<file path="src/bpw_pkg.sv">
// Package for the bidirectional port block: register map, widths, reset values.
// Assumes an APB slave with 32-bit data and word-aligned registers.
package bpw_pkg;
  localparam int BPW_NPORT = 5;
  localparam int BPW_W = 8;
  localparam int BPW_AW = 8;
  // Port index: 0=A 1=B 2=C 3=D 4=F; data at base+8*i, direction at base+8*i+4
  localparam logic [7:0] BPW_DATA_BASE = 8'h00;
  localparam logic [7:0] BPW_DIR_BASE = 8'h04;
  localparam logic [7:0] BPW_PORT_STRIDE = 8'h08;
  localparam logic [7:0] BPW_WAKE_EN_ADDR = 8'h28;
  localparam logic [7:0] BPW_PWR_CTRL_ADDR = 8'h2c;
  localparam logic [7:0] BPW_IRQ0_CTRL_ADDR = 8'h30;
  localparam logic [7:0] BPW_PORT_RESET = 8'hff;
  localparam logic [7:0] BPW_WAKE_RESET = 8'h00;
  localparam int BPW_HALT_BIT = 0;
  localparam int BPW_IRQ0_EN_BIT = 0;
  localparam int BPW_IRQ0_PIN = 5;
  localparam logic [31:0] BPW_ZERO32 = 32'h0000_0000;
endpackage

</file>
<file path="src/bpw_pin.sv">
// One port pin: direction, push-pull or open-drain drive, pull-high request, read mux.
// Assumes the pin level is synchronous to the clock of the owning block.
`timescale 1ns/10ps
module bpw_pin (
  input wire logic latch_bit,
  input wire logic dir_bit,
  input wire logic pin_in,
  input wire logic nmos_opt,
  input wire logic pull_opt,
  output logic out_bit,
  output logic oe_bit,
  output logic pull_bit,
  output logic rd_bit
);
  always_comb begin
    // Direction bit 1 is input, 0 drives
    if (dir_bit) begin
      oe_bit = 1'b0;
      out_bit = latch_bit;
    end else if (nmos_opt) begin
      oe_bit = ~latch_bit;
      out_bit = 1'b0;
    end else begin
      oe_bit = 1'b1;
      out_bit = latch_bit;
    end
  end
  // Pull-high only on inputs with the option chosen
  assign pull_bit = dir_bit & pull_opt;
  // Output reads back the latch, never the pad
  assign rd_bit = dir_bit ? pin_in : latch_bit;
endmodule

</file>
<file path="src/bpw_port.sv">
// Top of the bidirectional port block: five 8-bit ports, APB registers, wake-up.
// Assumes pins are synchronous to mclk; APB master is the CPU side.
//
// The address map and the APB register port were left to the implementer.
`timescale 1ns/10ps
module bpw_port
  import bpw_pkg::*;
#(
  parameter int NPORT = BPW_NPORT,
  parameter logic [NPORT*BPW_W-1:0] NMOS_OPT = '0,
  parameter logic [NPORT*BPW_W-1:0] PULL_OPT = '0,
  parameter logic [NPORT*BPW_W-1:0] PIN_PRESENT = {8'h07, {(NPORT-1)*BPW_W{1'b1}}}
) (
  input wire logic mclk,
  input wire logic rst,
  input wire logic psel,
  input wire logic penable,
  input wire logic pwrite,
  input wire logic [BPW_AW-1:0] paddr,
  input wire logic [31:0] pwdata,
  output logic [31:0] prdata,
  output logic pready,
  output logic pslverr,
  input wire logic [NPORT*BPW_W-1:0] pin_in,
  output logic [NPORT*BPW_W-1:0] pin_out,
  output logic [NPORT*BPW_W-1:0] pin_oe,
  output logic [NPORT*BPW_W-1:0] pin_pull,
  output logic irq0_enable,
  output logic power_down,
  output logic wake_event
);
  typedef enum logic [1:0] {
    BPW_RUN = 2'b01,
    BPW_HALT = 2'b10
  } bpw_pwr_t;

  logic [BPW_W-1:0] data_reg [NPORT];
  logic [BPW_W-1:0] dir_reg [NPORT];
  logic [BPW_W-1:0] wake_en_reg;
  logic irq0_en_reg;
  bpw_pwr_t pwr_reg;
  logic [BPW_W-1:0] porta_prev_reg;
  logic [NPORT*BPW_W-1:0] drv_out;
  logic [NPORT*BPW_W-1:0] drv_oe;
  logic [NPORT*BPW_W-1:0] drv_pull;
  logic [NPORT*BPW_W-1:0] rd_all;
  logic access;
  logic wr;
  logic [31:0] rd_data_next;
  logic hit;
  logic wake_hit;

  assign access = psel & penable;
  assign wr = access & pwrite;

  // Per-pin structure; absent pins stay undriven and read zero
  genvar gi;
  generate
    for (gi = 0; gi < NPORT*BPW_W; gi++) begin : g_pin
      logic raw_rd;
      bpw_pin u_pin (
        .latch_bit(data_reg[gi/BPW_W][gi%BPW_W]),
        .dir_bit(dir_reg[gi/BPW_W][gi%BPW_W]),
        .pin_in(pin_in[gi]),
        .nmos_opt(NMOS_OPT[gi]),
        .pull_opt(PULL_OPT[gi]),
        .out_bit(drv_out[gi]),
        .oe_bit(drv_oe[gi]),
        .pull_bit(drv_pull[gi]),
        .rd_bit(raw_rd)
      );
      assign rd_all[gi] = raw_rd & PIN_PRESENT[gi];
    end
  endgenerate

  // Data latches and direction registers; whole-byte writes carry bit ops
  always_ff @(posedge mclk) begin
    for (int p = 0; p < NPORT; p++) begin
      if (rst) begin
        data_reg[p] <= BPW_PORT_RESET;
        dir_reg[p] <= BPW_PORT_RESET;
      end else if (wr) begin
        if (paddr == BPW_DATA_BASE + BPW_PORT_STRIDE * 8'(p)) begin
          data_reg[p] <= pwdata[BPW_W-1:0];
        end
        if (paddr == BPW_DIR_BASE + BPW_PORT_STRIDE * 8'(p)) begin
          dir_reg[p] <= pwdata[BPW_W-1:0];
        end
      end
    end
  end

  // Software-controlled alternate function select for the irq0 pin, and the Port A wake-up enables
  always_ff @(posedge mclk) begin
    if (rst) begin
      irq0_en_reg <= 1'b0;
      wake_en_reg <= BPW_WAKE_RESET;
    end else if (wr) begin
      if (paddr == BPW_IRQ0_CTRL_ADDR) begin
        irq0_en_reg <= pwdata[BPW_IRQ0_EN_BIT];
      end
      if (paddr == BPW_WAKE_EN_ADDR) begin
        wake_en_reg <= pwdata[BPW_W-1:0];
      end
    end
  end

  // Falling edge on an enabled Port A pin; unselected pins are masked out
  assign wake_hit = |(porta_prev_reg & ~pin_in[BPW_W-1:0] & wake_en_reg);

  // Power state: halt write enters power-down, wake returns to run
  always_ff @(posedge mclk) begin
    if (rst) begin
      pwr_reg <= BPW_RUN;
      porta_prev_reg <= BPW_PORT_RESET;
      wake_event <= 1'b0;
    end else begin
      porta_prev_reg <= pin_in[BPW_W-1:0];
      wake_event <= 1'b0;
      unique case (pwr_reg)
        BPW_RUN: begin
          if (wr && paddr == BPW_PWR_CTRL_ADDR && pwdata[BPW_HALT_BIT]) begin
            pwr_reg <= BPW_HALT;
          end
        end
        BPW_HALT: begin
          if (wake_hit) begin
            pwr_reg <= BPW_RUN;
            wake_event <= 1'b1;
          end
        end
        default: pwr_reg <= BPW_RUN;
      endcase
    end
  end

  // Read mux: pin level sampled at the access edge, no input latch kept
  always_comb begin
    rd_data_next = BPW_ZERO32;
    hit = 1'b0;
    for (int p = 0; p < NPORT; p++) begin
      if (paddr == BPW_DATA_BASE + BPW_PORT_STRIDE * 8'(p)) begin
        rd_data_next[BPW_W-1:0] = rd_all[p*BPW_W +: BPW_W];
        hit = 1'b1;
      end
      if (paddr == BPW_DIR_BASE + BPW_PORT_STRIDE * 8'(p)) begin
        rd_data_next[BPW_W-1:0] = dir_reg[p];
        hit = 1'b1;
      end
    end
    if (paddr == BPW_WAKE_EN_ADDR) begin
      rd_data_next[BPW_W-1:0] = wake_en_reg;
      hit = 1'b1;
    end
    if (paddr == BPW_PWR_CTRL_ADDR) begin
      rd_data_next[BPW_HALT_BIT] = (pwr_reg == BPW_HALT);
      hit = 1'b1;
    end
    if (paddr == BPW_IRQ0_CTRL_ADDR) begin
      rd_data_next[BPW_IRQ0_EN_BIT] = irq0_en_reg;
      hit = 1'b1;
    end
  end

  // One wait state: setup, access, then registered answer
  always_ff @(posedge mclk) begin
    if (rst) begin
      pready <= 1'b0;
      prdata <= BPW_ZERO32;
      pslverr <= 1'b0;
    end else begin
      pready <= access & ~pready;
      pslverr <= access & ~pready & ~hit;
      if (access && !pready && !pwrite) begin
        prdata <= rd_data_next;
      end
    end
  end

  // Pins registered so every output leaves a flip-flop; irq0 pin released when its enable is set
  always_ff @(posedge mclk) begin
    if (rst) begin
      pin_out <= {NPORT*BPW_W{1'b1}};
      pin_oe <= '0;
      pin_pull <= '0;
      irq0_enable <= 1'b0;
      power_down <= 1'b0;
    end else begin
      pin_out <= drv_out;
      pin_oe <= drv_oe & PIN_PRESENT;
      pin_pull <= drv_pull & PIN_PRESENT;
      if (irq0_en_reg) begin
        pin_oe[BPW_IRQ0_PIN] <= 1'b0;
      end
      irq0_enable <= irq0_en_reg;
      power_down <= (pwr_reg == BPW_HALT) & ~wake_hit;
    end
  end
endmodule

</file>
<file path="config.mk">
export PLATFORM = sky130hd
export DESIGN_NAME = bpw_port
export DESIGN_NICKNAME = d
export VERILOG_FILES = /design/src/bpw_pkg.sv /design/src/bpw_pin.sv /design/src/bpw_port.sv
export SDC_FILE = /design/constraint.sdc
export NUM_CORES = 1
export LEC_CHECK = 0
export ABC_AREA = 1
export BUFFER_PORTS_ARGS = -buffer_cell sky130_fd_sc_hd__buf_2
export CAP_MARGIN = 15
export CORE_MARGIN = 2
export CORE_UTILIZATION = 36
export DETAILED_ROUTE_END_ITERATION = 7
export GPL_TIMING_DRIVEN = 0
export RECOVER_POWER = 50
export SLEW_MARGIN = 25
export SYNTH_ARGS = -nofsm -noshare
export SYNTH_HDL_FRONTEND = slang
export SYNTH_SLANG_ARGS = --single-unit
</file>
<file path="constraint.sdc">
create_clock -name mclk -period 4.1 [get_ports mclk]
set_input_delay 0 -clock mclk [delete_from_list [all_inputs] [get_ports mclk]]
set_output_delay 0 -clock mclk [all_outputs]
set_load 0.02 [all_outputs]
</file>
Word level (Yosys, flattened, before mapping)

Memories as Yosys holds them, arrays and structs flattened.
Cells that the tools add are included.

Bits in registers: 112
Bits in latches: 0
Memory bits (writable): 80
Bits in read-only memories: 0
Input bits: 85
Word-level logic and storage cells: 218
Memories: 2

Add/subtract/negate cells: 0
Multipliers: 0
Div/mod/pow operators: 0
Order comparisons: 0
Eq/ne operators: 16
Shift-type cells: 0
Muxes and demuxes: 151
Bitwise gates (word level): 22
Reductions and logical operators: 13

Memory list:

| memory   | depth | width | read ports | clocked after memory_dff | wr ports | RTL line       | source |
|---|---|---|---|---|---|---|---|
| data_reg | 5     | 8     | 5          | 0                        | 5        | bpw_port.sv:37 | `logic [BPW_W-1:0] data_reg [NPORT];` |
| dir_reg  | 5     | 8     | 5          | 0                        | 5        | bpw_port.sv:38 | `logic [BPW_W-1:0] dir_reg [NPORT];` |

Operator list:

| operator                                                        | count |
|---|---|
| 8-bit two-way mux                                               | 21 |
| 1-bit two-way mux                                               | 127 |
| 8-bit by 6-bit == test with 1-bit output, second input constant | 5 |
| 8-bit by 5-bit == test with 1-bit output, second input constant | 4 |
| 8-bit bitwise AND                                               | 2 |
| 8-bit by 4-bit == test with 1-bit output, second input constant | 2 |
| 1-bit OR                                                        | 10 |
| 8-bit by 3-bit == test with 1-bit output, second input constant | 1 |
| 8-bit zero test                                                 | 1 |
| 8-bit NOT                                                       | 1 |
| 8-bit OR reduction                                              | 1 |
| 2-bit AND reduction                                             | 3 |
| 1-bit bitwise AND                                               | 5 |
| 1-bit logical AND                                               | 4 |
| 2-bit two-way mux                                               | 2 |
| 2-bit != test, second input constant                            | 2 |
| 1-bit NOT                                                       | 4 |
| 2-bit case mux with 2 select lines                              | 1 |
| 2-bit OR reduction                                              | 2 |
| 2-bit by 1-bit == test with 1-bit output, second input constant | 1 |
| 2-bit == test, second input constant                            | 1 |
| 1-bit zero test                                                 | 2 |

Longest topological paths before layout

Depth in word-level cells: 16
Depth in mapped cells: 13
Depth with buffers taken out: 13

Cells and area by module

From an unflattened synthesis, not the netlist that was laid out.

Cells, all modules: 1191
Area total of the unflattened synthesis: 9870.7 µm²

Modules (own cells, without submodules):

| module   | times used | cells an instance | area an instance (µm²) |
|---|---|---|---|
| bpw_port | 1          | 871               | 8369.3 |
| bpw_pin  | 40         | 8                 | 37.5 |

Worst setup path after synthesis

Ideal clock, no wire load.

Path kind: input to register
Start: input port paddr[7]
End: memory dir_reg[4][0] (enable)
Setup time: 0.384 ns
Arrival: 1.338 ns
Data required time: 3.716 ns
Slack: 2.378 ns
Stages on the path: 5
Cell sequence: nor2_4 nand3_2 nor2_2 inv_2 o21ai_0

RTL lines:

| item            | RTL line       | source |
|---|---|---|
| start, declared | bpw_port.sv:19 | `input wire logic [BPW_AW-1:0] paddr,` |
| end, declared   | bpw_port.sv:38 |  |

Final worst setup path

Start: register pready
End: register pslverr

Word-level cells in the longest chain between the ends: 3

Ends and longest elaborated chain:

| item                           | RTL line        | source |
|---|---|---|
| start, declared                | bpw_port.sv:22  | `output logic pready,` |
| start signal, assigned         | bpw_port.sv:172 | `pready <= access & ~pready;` |
| 1-bit NOT                      | bpw_port.sv:173 | `pslverr <= access & ~pready & ~hit;` |
| 1-bit bitwise AND (2 in a row) | bpw_port.sv:173 |  |
| end signal, assigned           | bpw_port.sv:173 |  |
| end, declared                  | bpw_port.sv:23  | `output logic pslverr,` |

Every way passes these cells.
A chain may end at the register's enable or synchronous reset.

==> results.cfg <==
[critical_path]
worst_setup_path_start_kind = register
path_max_fanout = 2
r2r-end = pslverr$_SDFF_PP0_
critPathCapture = pslverr$_SDFF_PP0_
required_ns = 4.39
crit-reg2reg-launch = pready$_SDFF_PP0_
crit_start = pready$_SDFF_PP0_
rr_worst_depth = 6
regToRegSetupSlack_ns = 1.78
endpoint_kind = register
critPathKind = reg2reg
crit_arrival_ns = 2.61

[final_layout]
drive_gt1_share_pct = 19.63
nets = 1193
finalCoreUtilization_pct = 45.43
syn_to_final_growth_pct = 24.90
fill_cells = 2178

[timing]
min_period_over_period_pct = 56.53
skew_ns = 0.01322
slew_headroom_pct = 32.33
final-max-slew-violation-count = 0
setup_violations = 0
worst_hold_slack_ns = 0.03005
tns_ns = 0
post-route-min-period_ns = 2.318
worst_slew_pin_slew_ns = 1.004
grt_setup_unrepaired = no
fmax_mhz = 431.4
finalHoldViolations = 0

[cts]
cts_setup_buffers = 0
cts_root_buf = clkbuf_16
cts.path.max_buffers = 2
insertion_delay_ns = 0.44
cts_num_sinks = 187
cts_resized = 0
h-tree-depth = 4
cts.clk_slew.worst_paths_ns = 0.07
cts_tree = yes
cts_buffers = 17

[detailed_routing]
vias = 6286
drt-total-wl_mm = 22.27
drc = 0
antenna_left = 0
vias_per_cell = 4.484
first_iter_violations = 488
firstDrtPassIters = 5
routedWlPerCell_um = 15.89

[pwr]
pwr-share-seq_pct = 50.6
switching_share_pct = 26.36
p_clk_share_pct = 39.3
p_sw_mw = 1.074
max-vdd-ir-drop_mv = 0.2483
fin_total_pwr_mw = 4.074
p_leak_nw = 4.214
p_per_area_mw_per_mm2 = 414.8
power.internal_mw = 3.000
share_comb_of_total_power_pct = 10.1

[yosys]
synthArstFlopShare_pct = 0
synth_cell_types = 35
ys_seq_area_share_pct = 57.78
synth_edf_count = 80
yosysWarnings = 0
synth_area_per_cell_um2 = 9.156
ys_seq_elements = 187
synth_top_area_share_pct = 30.54
syn_inst = 859
synth_area_leaders = edfxtp_1 (31%), dfxtp_1 (27%), nand2_1 (12%)
yosysTopAreaCell = edfxtp_1
synthFlopType = dfxtp_1
syn_area_mm2 = 0.007865

[die]
die-area_mm2 = 0.02305
die_x_um = 151.8
start_util_pct = 36.38
die_h_um = 151.8
num_rows = 54
core-area_mm2 = 0.02162
ios = 242

[grt]
antenna_found_initial = 2
grt_use_total_pct = 19.25
overflow = 0
grt_pass1_wl_mm = 33.71
grt_max_degree = 18
grt_pass1_vias = 6115

[place]
gp_congestion = 0.8727
io_buffers = 143
hpwl_mm = 16.60

[run]
max_cap_violations = 0

[min_path]
hp-class = in2reg

[run_status]
status = finished clean
[power groups by stage]
stage,Combinational (mW),Clock (mW),Sequential [mW]
2_1_floorplan,0.216,0,2.14
3_3_place_gp,0.407,0,2.10
3_5_place_dp,0.409,0,2.10
4_1_cts,0.424,1.62,2.06
5_1_grt,0.445,1.69,2.07
6_report,0.413,1.60,2.06
[final cells by class]
type                       count  area (um^2)  share of cell area, %
antenna                        1        2.502                0.02547
sequential                   187         4544                  46.26
clock inverter                15        137.6                  1.401
tap                          280        350.3                  3.566
multi-input combinational    557         2618                  26.65
inverter                      95        356.6                  3.630
buffer                        88        594.3                  6.050
timing repair buffer         162        794.5                  8.088
clock buffer                  17        425.4                  4.331
[cells in the mapped netlist, types with 3 or more instances]
cell type  count
buf_4         70
nor2_4         8
nand4_1        9
or2_2         18
o21ai_1       11
inv_2         12
nor2_1        50
inv_1         76
mux2_2         4
buf_2          3
nand3_1       23
clkinv_1       7
or2_0          5
o211ai_1       3
nor4_1         4
nor3_2         7
o2111ai_1      3
edfxtp_1      80
nand2_2        5
nand2_1      247
a21oi_1       31
dfxtp_1      107
nor3_1         4
clkbuf_1      15
o21ai_0       38
nor2_2         4
nor3_4         3
[placed cells by master, fill, tap and decap left out, drive strengths merged]
master,instances
edfxtp,80
nor3,14
buf,125
mux2i,2
clkinvlp,1
or2,23
conb,69
nand2,253
nand3,26
clkinv,13
a211oi,2
dlygate4sd3,19
diode,1
o2111ai,3
dfxtp,107
bufinv,1
nor4,4
inv,95
nand4,9
nor2,63
mux2,4
o21ai,49
o211ai,3
clkbuf,123
a21oi,33
[logic make-up (layout without fill, tap and decap cells)]
logic type | after synthesis | after routing | synth area share (%)
buf+inv | 183 | 377 | 12.12
other cells | 1 | 70 | 0.04768
mux | 6 | 6 | 0.8272
flops | 187 | 187 | 57.78
compound gates | 90 | 90 | 6.125
simple gates | 392 | 392 | 23.10
[critical path: stages, from the launching register on]
cell and delay, ns:
dfxtp_1 0.31, nor3_1 0.25, dlygate4sd3_1 0.61, nand2_1 0.09, nor4_1 0.37, nand4_1 0.14
nor4_1 0.39
[routing by layer]
layer | GRT usage [%] | vias up | routed length, um | share of wire, %
met5 | 0 | - | 13 | 0.058
li1 | - | 3108 | - | -
met3 | 4.164 | 37 | 1487 | 6.7
met1 | 25.47 | 2862 | 9746 | 44
met2 | 30.18 | 277 | 10130 | 45
met4 | 9.123 | 2 | 894 | 4.0
[worst min-delay path by stage]
stage | start | end | slack [ns] | cells after the start
5_1_grt | paddr[5] | pslverr$_SDFF_PP0_ | 0.07 | 3
6_report | paddr[5] | pslverr$_SDFF_PP0_ | 0.03 | 3
2_1_floorplan | pin_in[0] | porta_prev_reg[0]$_SDFF_PP1_ | 0.1 | 2
4_1_cts | paddr[5] | pslverr$_SDFF_PP0_ | 0.02 | 3
3_3_place_gp | pin_in[0] | porta_prev_reg[0]$_SDFF_PP1_ | 0.24 | 3
3_5_place_dp | pin_in[0] | porta_prev_reg[0]$_SDFF_PP1_ | 0.24 | 3
[timing repair]
action / in CTS / in global routing
hold buffers: 19 / 0
hold endpoints to repair: 27 / 0
setup endpoints to repair: 0 / 0
[metrics by stage]
step / cells / area [um^2] / setup slack, ns
2_1_floorplan: 927 / 8120 / 2.378
3_3_place_gp: 1350 / 9186 / 1.809
3_5_place_dp: 1350 / 9186 / 1.886
4_1_cts: 1401 / 9940 / 1.839
5_1_grt: 1402 / 9823 / 1.675
6_report: 1402 / 9823 / 1.782
Note: power is estimated with default switching activity, not from simulation.
